## config.mk

```make
export PLATFORM = sky130hd
export DESIGN_NAME = tcf_outputs
export DESIGN_NICKNAME = d
export VERILOG_FILES = /design/src/shared/tcf_pkg.sv /design/src/tcf_outputs.sv
export SDC_FILE = /design/constraint.sdc
export NUM_CORES = 1
export LEC_CHECK = 0
export ABC_AREA = 1
export BUFFER_PORTS_ARGS = -buffer_cell sky130_fd_sc_hd__buf_2
export CORE_UTILIZATION = 55
export CTS_BUF_LIST = sky130_fd_sc_hd__clkbuf_8
export CTS_CLUSTER_SIZE = 8
export DETAILED_ROUTE_END_ITERATION = 8
export PLACE_DENSITY = 0.83
export RECOVER_POWER = 100
export SETUP_SLACK_MARGIN = 0.3
export SLEW_MARGIN = 20
export SYNTH_ARGS = -nofsm -noshare
export SYNTH_HDL_FRONTEND = slang
export SYNTH_SLANG_ARGS = --single-unit
```

## constraint.sdc

```tcl
create_clock -name clock -period 2.1 [get_ports clock]
set_input_delay 0.105 -clock clock [delete_from_list [all_inputs] [get_ports clock]]
set_output_delay 0.105 -clock clock [all_outputs]
set_load 0.05 [all_outputs]
```

## src/shared/tcf_pkg.sv

```systemverilog
// constants for the telecom clock and frame output stage
// Operation
// e1 clock output runs continuously at 2.048 MHz
// t1 double clock output at 3.088 MHz
// t1 clock output at 1.544 MHz
// ds2 clock output at 6.312 MHz
// follow clock 2.048 MHz for other references
// follow clock 1.544 MHz for 1.544 reference
// optical frame pulse one 19.44 MHz period
// active-low 30 ns frame pulse at 8 kHz
// active-low 61 ns frame pulse at 8 kHz
// active-high 122 ns frame pulse at 8 kHz
// active-low 244 ns frame pulse at 8 kHz
// receive and transmit sync 488 ns high
// framers treat asserted edge as frame start
// top backplane clock at 32.768 MHz
// high backplane clock at 16.384 MHz
// optical clock output at 19.44 MHz
// select input picks one reference only
// all frame pulses share one frame counter
// pulse width is one matching clock period
package tcf_pkg;

    ////////////////////////////////////////////////////////////////////////////
    // system clock
    localparam longint CLK_HZ = 200_000_000;
    localparam int CLK_PERIOD_NS = 5;
    localparam longint FRAME_HZ = 8_000;
    localparam int FRAME_CYCLES = int'(CLK_HZ / FRAME_HZ);

    ////////////////////////////////////////////////////////////////////////////
    // generated clock rates in hz
    localparam longint E1_HZ = 2_048_000;
    localparam longint T1X2_HZ = 3_088_000;
    localparam longint T1_HZ = 1_544_000;
    localparam longint DS2_HZ = 6_312_000;
    localparam longint BP_TOP_HZ = 32_768_000;
    localparam longint BP_HIGH_HZ = 16_384_000;
    localparam longint OPT_HZ = 19_440_000;

    // nco channel indices
    localparam int NCO_E1 = 0;
    localparam int NCO_T1X2 = 1;
    localparam int NCO_T1 = 2;
    localparam int NCO_DS2 = 3;
    localparam int NCO_BP_TOP = 4;
    localparam int NCO_BP_HIGH = 5;
    localparam int NCO_OPT = 6;
    localparam int NCO_NUM = 7;
    localparam int NCO_W = 32;

    localparam logic [NCO_W-1:0] NCO_INC [NCO_NUM] = '{
        NCO_W'((E1_HZ << NCO_W) / CLK_HZ),
        NCO_W'((T1X2_HZ << NCO_W) / CLK_HZ),
        NCO_W'((T1_HZ << NCO_W) / CLK_HZ),
        NCO_W'((DS2_HZ << NCO_W) / CLK_HZ),
        NCO_W'((BP_TOP_HZ << NCO_W) / CLK_HZ),
        NCO_W'((BP_HIGH_HZ << NCO_W) / CLK_HZ),
        NCO_W'((OPT_HZ << NCO_W) / CLK_HZ)
    };

    ////////////////////////////////////////////////////////////////////////////
    // frame pulse widths, times not a multiple of 5 ns round down
    localparam int FP_30_NS = 30;
    localparam int FP_61_NS = 61;
    localparam int FP_122_NS = 122;
    localparam int FP_244_NS = 244;
    localparam int FP_488_NS = 488;

    localparam int FP_OPT = 0;
    localparam int FP_30 = 1;
    localparam int FP_61 = 2;
    localparam int FP_122 = 3;
    localparam int FP_244 = 4;
    localparam int FP_RX = 5;
    localparam int FP_TX = 6;
    localparam int FP_NUM = 7;
    localparam int FCNT_W = 16;

    localparam logic [FCNT_W-1:0] FP_CYCLES [FP_NUM] = '{
        FCNT_W'(CLK_HZ / OPT_HZ),
        FCNT_W'(FP_30_NS / CLK_PERIOD_NS),
        FCNT_W'(FP_61_NS / CLK_PERIOD_NS),
        FCNT_W'(FP_122_NS / CLK_PERIOD_NS),
        FCNT_W'(FP_244_NS / CLK_PERIOD_NS),
        FCNT_W'(FP_488_NS / CLK_PERIOD_NS),
        FCNT_W'(FP_488_NS / CLK_PERIOD_NS)
    };
    // 1 = active low
    localparam logic [FP_NUM-1:0] FP_ACT_LOW = 7'h16;

    ////////////////////////////////////////////////////////////////////////////
    // reference frequency select codes
    localparam logic [1:0] REF_SEL_19M44 = 2'h0;
    localparam logic [1:0] REF_SEL_8K = 2'h1;
    localparam logic [1:0] REF_SEL_1M544 = 2'h2;
    localparam logic [1:0] REF_SEL_2M048 = 2'h3;

endpackage

```

## src/tcf_outputs.sv

```systemverilog
// telecom clock and 8 khz frame pulse output stage
`timescale 1ns/1ps
module tcf_outputs #(
    parameter int FRAME_LEN = tcf_pkg::FRAME_CYCLES
) (
    input wire logic clock,
    input wire logic rstn,
    input wire logic ref_select,
    input wire logic [1:0] ref_a_freq_sel,
    input wire logic [1:0] ref_b_freq_sel,
    input wire logic reference_in_a,
    input wire logic reference_in_b,
    output logic selected_reference,
    output logic e1_clock_out,
    output logic t1_double_clock_out,
    output logic t1_clock_out,
    output logic ds2_clock_out,
    output logic follow_ref_clock_out,
    output logic backplane_clock_top,
    output logic backplane_clock_high,
    output logic optical_clock_out,
    output logic optical_frame_out,
    output logic frame_pulse_30ns_n,
    output logic frame_pulse_61ns_n,
    output logic frame_pulse_122ns,
    output logic frame_pulse_244ns_n,
    output logic receive_sync_pulse,
    output logic transmit_sync_pulse
);
    import tcf_pkg::*;

    ////////////////////////////////////////////////////////////////////////////
    // common frame counter
    logic [FCNT_W-1:0] frame_cnt_q;
    wire frame_last = (frame_cnt_q == FCNT_W'(FRAME_LEN - 1));

    always_ff @(posedge clock or negedge rstn) begin
        if (!rstn) begin
            frame_cnt_q <= '0;
        end else if (frame_last) begin
            frame_cnt_q <= '0;
        end else begin
            frame_cnt_q <= frame_cnt_q + FCNT_W'(1);
        end
    end

    ////////////////////////////////////////////////////////////////////////////
    // ncos; phase restarts each frame so clock edges line up with pulses
    // trade-off: edges jitter by one 5 ns cycle, average rate is exact
    logic [NCO_NUM-1:0] nco_clk;

    generate
        for (genvar i = 0; i < NCO_NUM; i++) begin : g_nco
            logic [NCO_W-1:0] acc_q;
            always_ff @(posedge clock or negedge rstn) begin
                if (!rstn) begin
                    acc_q <= '0;
                end else if (frame_last) begin
                    acc_q <= '0;
                end else begin
                    acc_q <= acc_q + NCO_INC[i];
                end
            end
            assign nco_clk[i] = acc_q[NCO_W-1];
        end
    endgenerate

    ////////////////////////////////////////////////////////////////////////////
    // reference selection and follow clock rate
    wire [1:0] sel_freq = ref_select ? ref_b_freq_sel : ref_a_freq_sel;
    wire sel_is_t1 = (sel_freq == REF_SEL_1M544);
    wire follow_d = sel_is_t1 ? nco_clk[NCO_T1] : nco_clk[NCO_E1];
    wire sel_ref_d = ref_select ? reference_in_b : reference_in_a;

    ////////////////////////////////////////////////////////////////////////////
    // frame pulses, width one period of the matching clock
    logic [FP_NUM-1:0] fp_q;

    generate
        for (genvar j = 0; j < FP_NUM; j++) begin : g_fp
            wire active = (frame_cnt_q < FP_CYCLES[j]);
            always_ff @(posedge clock or negedge rstn) begin
                if (!rstn) begin
                    fp_q[j] <= FP_ACT_LOW[j];
                end else begin
                    fp_q[j] <= active ^ FP_ACT_LOW[j];
                end
            end
        end
    endgenerate

    ////////////////////////////////////////////////////////////////////////////
    // registered clock outputs
    logic [NCO_NUM-1:0] clk_q;
    logic follow_q;
    logic sel_ref_q;

    always_ff @(posedge clock or negedge rstn) begin
        if (!rstn) begin
            clk_q <= '0;
            follow_q <= 1'b0;
            sel_ref_q <= 1'b0;
        end else begin
            clk_q <= nco_clk;
            follow_q <= follow_d;
            sel_ref_q <= sel_ref_d;
        end
    end

    assign e1_clock_out = clk_q[NCO_E1];
    assign t1_double_clock_out = clk_q[NCO_T1X2];
    assign t1_clock_out = clk_q[NCO_T1];
    assign ds2_clock_out = clk_q[NCO_DS2];
    assign backplane_clock_top = clk_q[NCO_BP_TOP];
    assign backplane_clock_high = clk_q[NCO_BP_HIGH];
    assign optical_clock_out = clk_q[NCO_OPT];
    assign follow_ref_clock_out = follow_q;
    assign selected_reference = sel_ref_q;

    // framers latch on the asserted edge as frame start
    assign optical_frame_out = fp_q[FP_OPT];
    assign frame_pulse_30ns_n = fp_q[FP_30];
    assign frame_pulse_61ns_n = fp_q[FP_61];
    assign frame_pulse_122ns = fp_q[FP_122];
    assign frame_pulse_244ns_n = fp_q[FP_244];
    assign receive_sync_pulse = fp_q[FP_RX];
    assign transmit_sync_pulse = fp_q[FP_TX];

endmodule

```

==> Implementation_results.wiki <==
{| class="wikitable"
! Metric !! Value
|-
| Number of nets in the finished design || roughly 2500
|-
| Number of buffers on the longest clock path || 3
|-
| Most frequent standard cell in the layout excluding fill and tap cells || nand2_1
|-
| Start point of the critical path || frame_cnt_q[3]
|-
| Via count of the first global-routing pass || around 15000
|-
| Overflow after GRT || 0
|-
| Pwr Density || between 500 and 600 nW/um^2
|-
| CTS clk-pin slew, worst paths || around 0.060 ns
|-
| IO buf count || 24
|-
| Clock network fraction of design power || about 50%
|-
| Fin Clk Skew || 0.03378 ns
|-
| Maximum fanout encountered on the critical timing path || 38
|-
| Endpoint class of the critical path || flip-flop
|-
| Worst Hold Class || in2async
|-
| Effective utilization at floorplan || a little under three fifths
|-
| DRC violation count after routing || 0
|-
| Power after layout || 9.843 mW
|-
| CP Cell Sequence || inv_2 -> nand2_1 -> inv_1 -> nand3_1 -> nor3_1 -> nand2_4 -> buf_6 -> o21ai_0 -> a21oi_1
|-
| Cell depth of the worst flop-to-flop path || 9
|-
| Synth warn || 0
|-
| GRT Total Usage || 26.96%
|-
| Fraction of power spent switching nets || 23.22%
|-
| Power dissipated by switching net loads || 2.286 mW
|-
| Router iterations before antenna repair || 6
|-
| Run status || completed
|-
| First-pass GRT wire length || 66040 um
|-
| Sequential share of the synthesized area || 39.64%
|-
| Weighted congestion at the end of routability-driven global placement || between 0.9 and 1
|-
| Leading cell types in the layout, fill and taps excluded || 665 x nand2_1, 473 x nor2_1, 333 x inv_1
|-
| Io pins || 25
|-
| Insertion delay of the later-clocked pin in the worst-skew pair || approximately 0.57 ns
|-
| Summed negative setup slack over all endpoints || 0 ns
|-
| Mean area per synthesized cell || around 6.5 um^2
|-
| Buffer cell driving the clock tree root || clkbuf_8
|-
| Tcrit/Tclk final || 86.31%
|-
| Final Max Slew Viols || 0
|-
| Crit path kind || reg2reg
|-
| Final setup violating endpoints || 0
|-
| Gate Count Post-Synth || between 2000 and 2500
|-
| Leakage component of the power || just over 9 nW
|-
| Arrival @ worst endpoint || between 2 and 2.5 ns
|-
| Synth Cell Area || around 16000 um^2
|-
| Max-cap violations || 0
|-
| Clock tree from TritonCTS || yes
|-
| Total wirelength of the detailed-routed design || 39800 um
|-
| Critical register-to-register path startpoint || frame_cnt_q[3]
|-
| Proportion of synthesized flip-flops having asynchronous set or reset || 100.0%
|-
| Capture point of the critical path || g_nco[0].acc_q[14]
|-
| Number of synthesized register bits || roughly 250
|-
| Number of endpoints with negative hold slack in the final report || 0
|-
| Most used flip-flop cell after synthesis || dfrtp_1
|-
| Unrepaired setup endpoints after global routing || yes
|-
| Design Area, Final || approximately 18000 um^2
|-
| Internal power || 7.557 mW
|-
| Reg2reg setup slack || ~0.29 ns
|-
| Post-Synthesis Net Count || approximately 2500
|-
| Cell types with the largest area share after synthesis || dfrtp_1 39%, nand2_1 16%, nor2_1 11%, inv_1 7.7%, nand3_1 6.2%
|-
| Vias post-DR || ~16000
|-
| Number of antenna violations at the first check in global routing || 0
|-
| Fmax || 551.7 MHz
|-
| Sequential cell fraction of total power || between 40% and 50%
|-
| CP startpoint kind || flip-flop
|-
| Die width || 172.1 um
|-
| Area of the die || between 20000 and 30000 um^2
|-
| CP max stage cell || dfrtp_1
|-
| Vias per inst || 5.407
|-
| WL per Instance || between 10 and 15 um
|-
| ANT nets after route || 0
|-
| Layout cells sized above 1 || roughly 6.6%
|-
| Clk sinks || around 250
|-
| Worst slack at placement || between 0.3 and 0.4 ns
|-
| Hold slack || about 0.057 ns
|-
| Headroom to the max-slew limit || 23.99%
|-
| Highest ir drop seen on vdd || 0.0004352 V
|-
| Area leader, netlist || dfrtp_1
|-
| Post-route minimum period || ~1.8 ns
|-
| Placeable core area || roughly 28000 um^2
|-
| Worst reg2reg path endpoint || g_nco[0].acc_q[14]
|-
| Fraction of post-synthesis cell area in the top cell type by area || roughly two fifths
|-
| Number of violations reported at the end of detailed-routing iteration 0 || around 1400
|-
| Placed inst area || approximately 16000 um^2
|-
| Setup WS post-layout || 0.2874 ns
|-
| Least-Margin Pin Slew || between 1 and 1.5 ns
|-
| Placement Rows || 61
|-
| Largest stage delay on the critical path || between 0.4 and 0.5 ns
|-
| Number of different library cells in the post-synthesis netlist || 46
|-
| Maximum number of pins on one net before global-route repair || just under 80
|-
| Share of power burned in combinational logic || ~1.3%
|-
| Area Growth Syn to Fin || 10.78%
|-
| Worst endpoint required time || 2.55 ns
|-
| N_diodes || 0
|-
| Number of buffers added by the clock tree synthesis step || 46
|-
| Number of H-tree branching levels || 2
|-
| HPWL after detailed placement || between 20000 and 30000 um
|-
| Post-synth EDFFs || 0
|-
| Vert. Die Dim || between 150 and 200 um
|}
## power groups by stage
stage / logic [mW] / clock network (mW) / registers, mW
after floorplan: 0.00379 / 0 / 4.95
after global placement: 0.141 / 0 / 4.95
after detailed placement: 0.144 / 0 / 4.95
after CTS: 0.152 / 4.95 / 4.86
after global routing: 0.156 / 5.18 / 4.86
final: 0.132 / 4.85 / 4.86
## critical path, delay by kind of cell, from the launching register on
kind | cells | cell delay (ns)
buffers and inverters | 3 | 0.45
and+or+nand+nor | 4 | 0.55
AOI/OAI and AO/OA | 2 | 0.23
DFF | 1 | 0.45
## synth_stat cells (all sizes together), types with 2 or more instances
cell    count
nand4      27
and2        6
dfstp       3
nand3b     11
xor2       21
clkbuf      2
o21ai      97
ha          9
and3        2
inv       329
nor3       59
a21boi      5
nor4        3
a21o        2
a31oi      11
nor2      502
o21bai      2
nand2     678
buf        28
a21oi     184
a211oi      6
dfrtp     249
o21a        2
xnor2       6
nand3     197
## cells by family (layout without fill, tap and decap cells)
group	count (synthesis)	count (layout)	share of synthesized area, %
fa+ha+maj	9	9	0.7074
mux	1	1	0.07074
simple gates	1486	1486	38.66
xor+xnor	27	27	1.486
compound gates	312	312	10.32
flops	252	252	39.64
buf+inv	359	460	9.118
## routing by layer
| metal | track usage, % | vias to the layer above | part of all wire, % |
|---|---|---|---|
| li1 | - | 7911 | - |
| met1 | 35.98 | 7231 | 45 |
| met2 | 44.65 | 568 | 46 |
| met3 | 3.754 | 106 | 6.3 |
| met4 | 9.773 | 0 | 2.7 |
| met5 | 0 | - | 0 |
## area by class of cell
cell class / instances / area [um^2]
Fill cell: 2523 / 10530
Multi-Input combinational cell: 1835 / 8267
Sequential cell: 252 / 6310
Inverter: 329 / 1240
Clock buffer: 56 / 770.7
Tap cell: 378 / 473.0
Timing Repair Buffer: 48 / 390.4
Clock inverter: 27 / 182.7
## flip-flops by register name, summed over array words and instances, names as in the netlist
| register | cells |
|---|---|
| selected_reference | 1 |
| g_nco.acc_q | 221 |
| optical_frame_out | 1 |
| frame_pulse_30ns_n | 1 |
| frame_pulse_122ns | 1 |
| frame_pulse_61ns_n | 1 |
| clk_q | 7 |
| frame_pulse_244ns_n | 1 |
| transmit_sync_pulse | 1 |
| follow_ref_clock_out | 1 |
| frame_cnt_q | 16 |
## what timing repair did
item,4_1_cts,5_1_grt
buffers inserted,0,6
hold endpoints to repair,251,0
hold buffers,5,0
gates resized for setup,0,44
endpoints found under the setup margin,0,139
## metrics by stage
step | cells | utilization, %
2_1_floorplan | 2446 | -
3_3_place_gp | 2828 | 58.58
3_5_place_dp | 2828 | 58.58
4_1_cts | 2916 | 62.14
5_1_grt | 2925 | 62.61
6_report | 2925 | 62.61
## worst min-delay path by stage
stage                            from                    to  slack (ns)
global placement                 rstn    g_nco[0].acc_q[22]        0.09
floorplan                        rstn              clk_q[0]       -0.19
CTS                 ref_b_freq_sel[0]  follow_ref_clock_out        0.04
global route                     rstn    g_nco[0].acc_q[14]         0.1
finish                           rstn    g_nco[0].acc_q[17]        0.06
detailed placement               rstn    g_nco[0].acc_q[22]        0.09
Note: power is estimated with default switching activity, not from simulation.
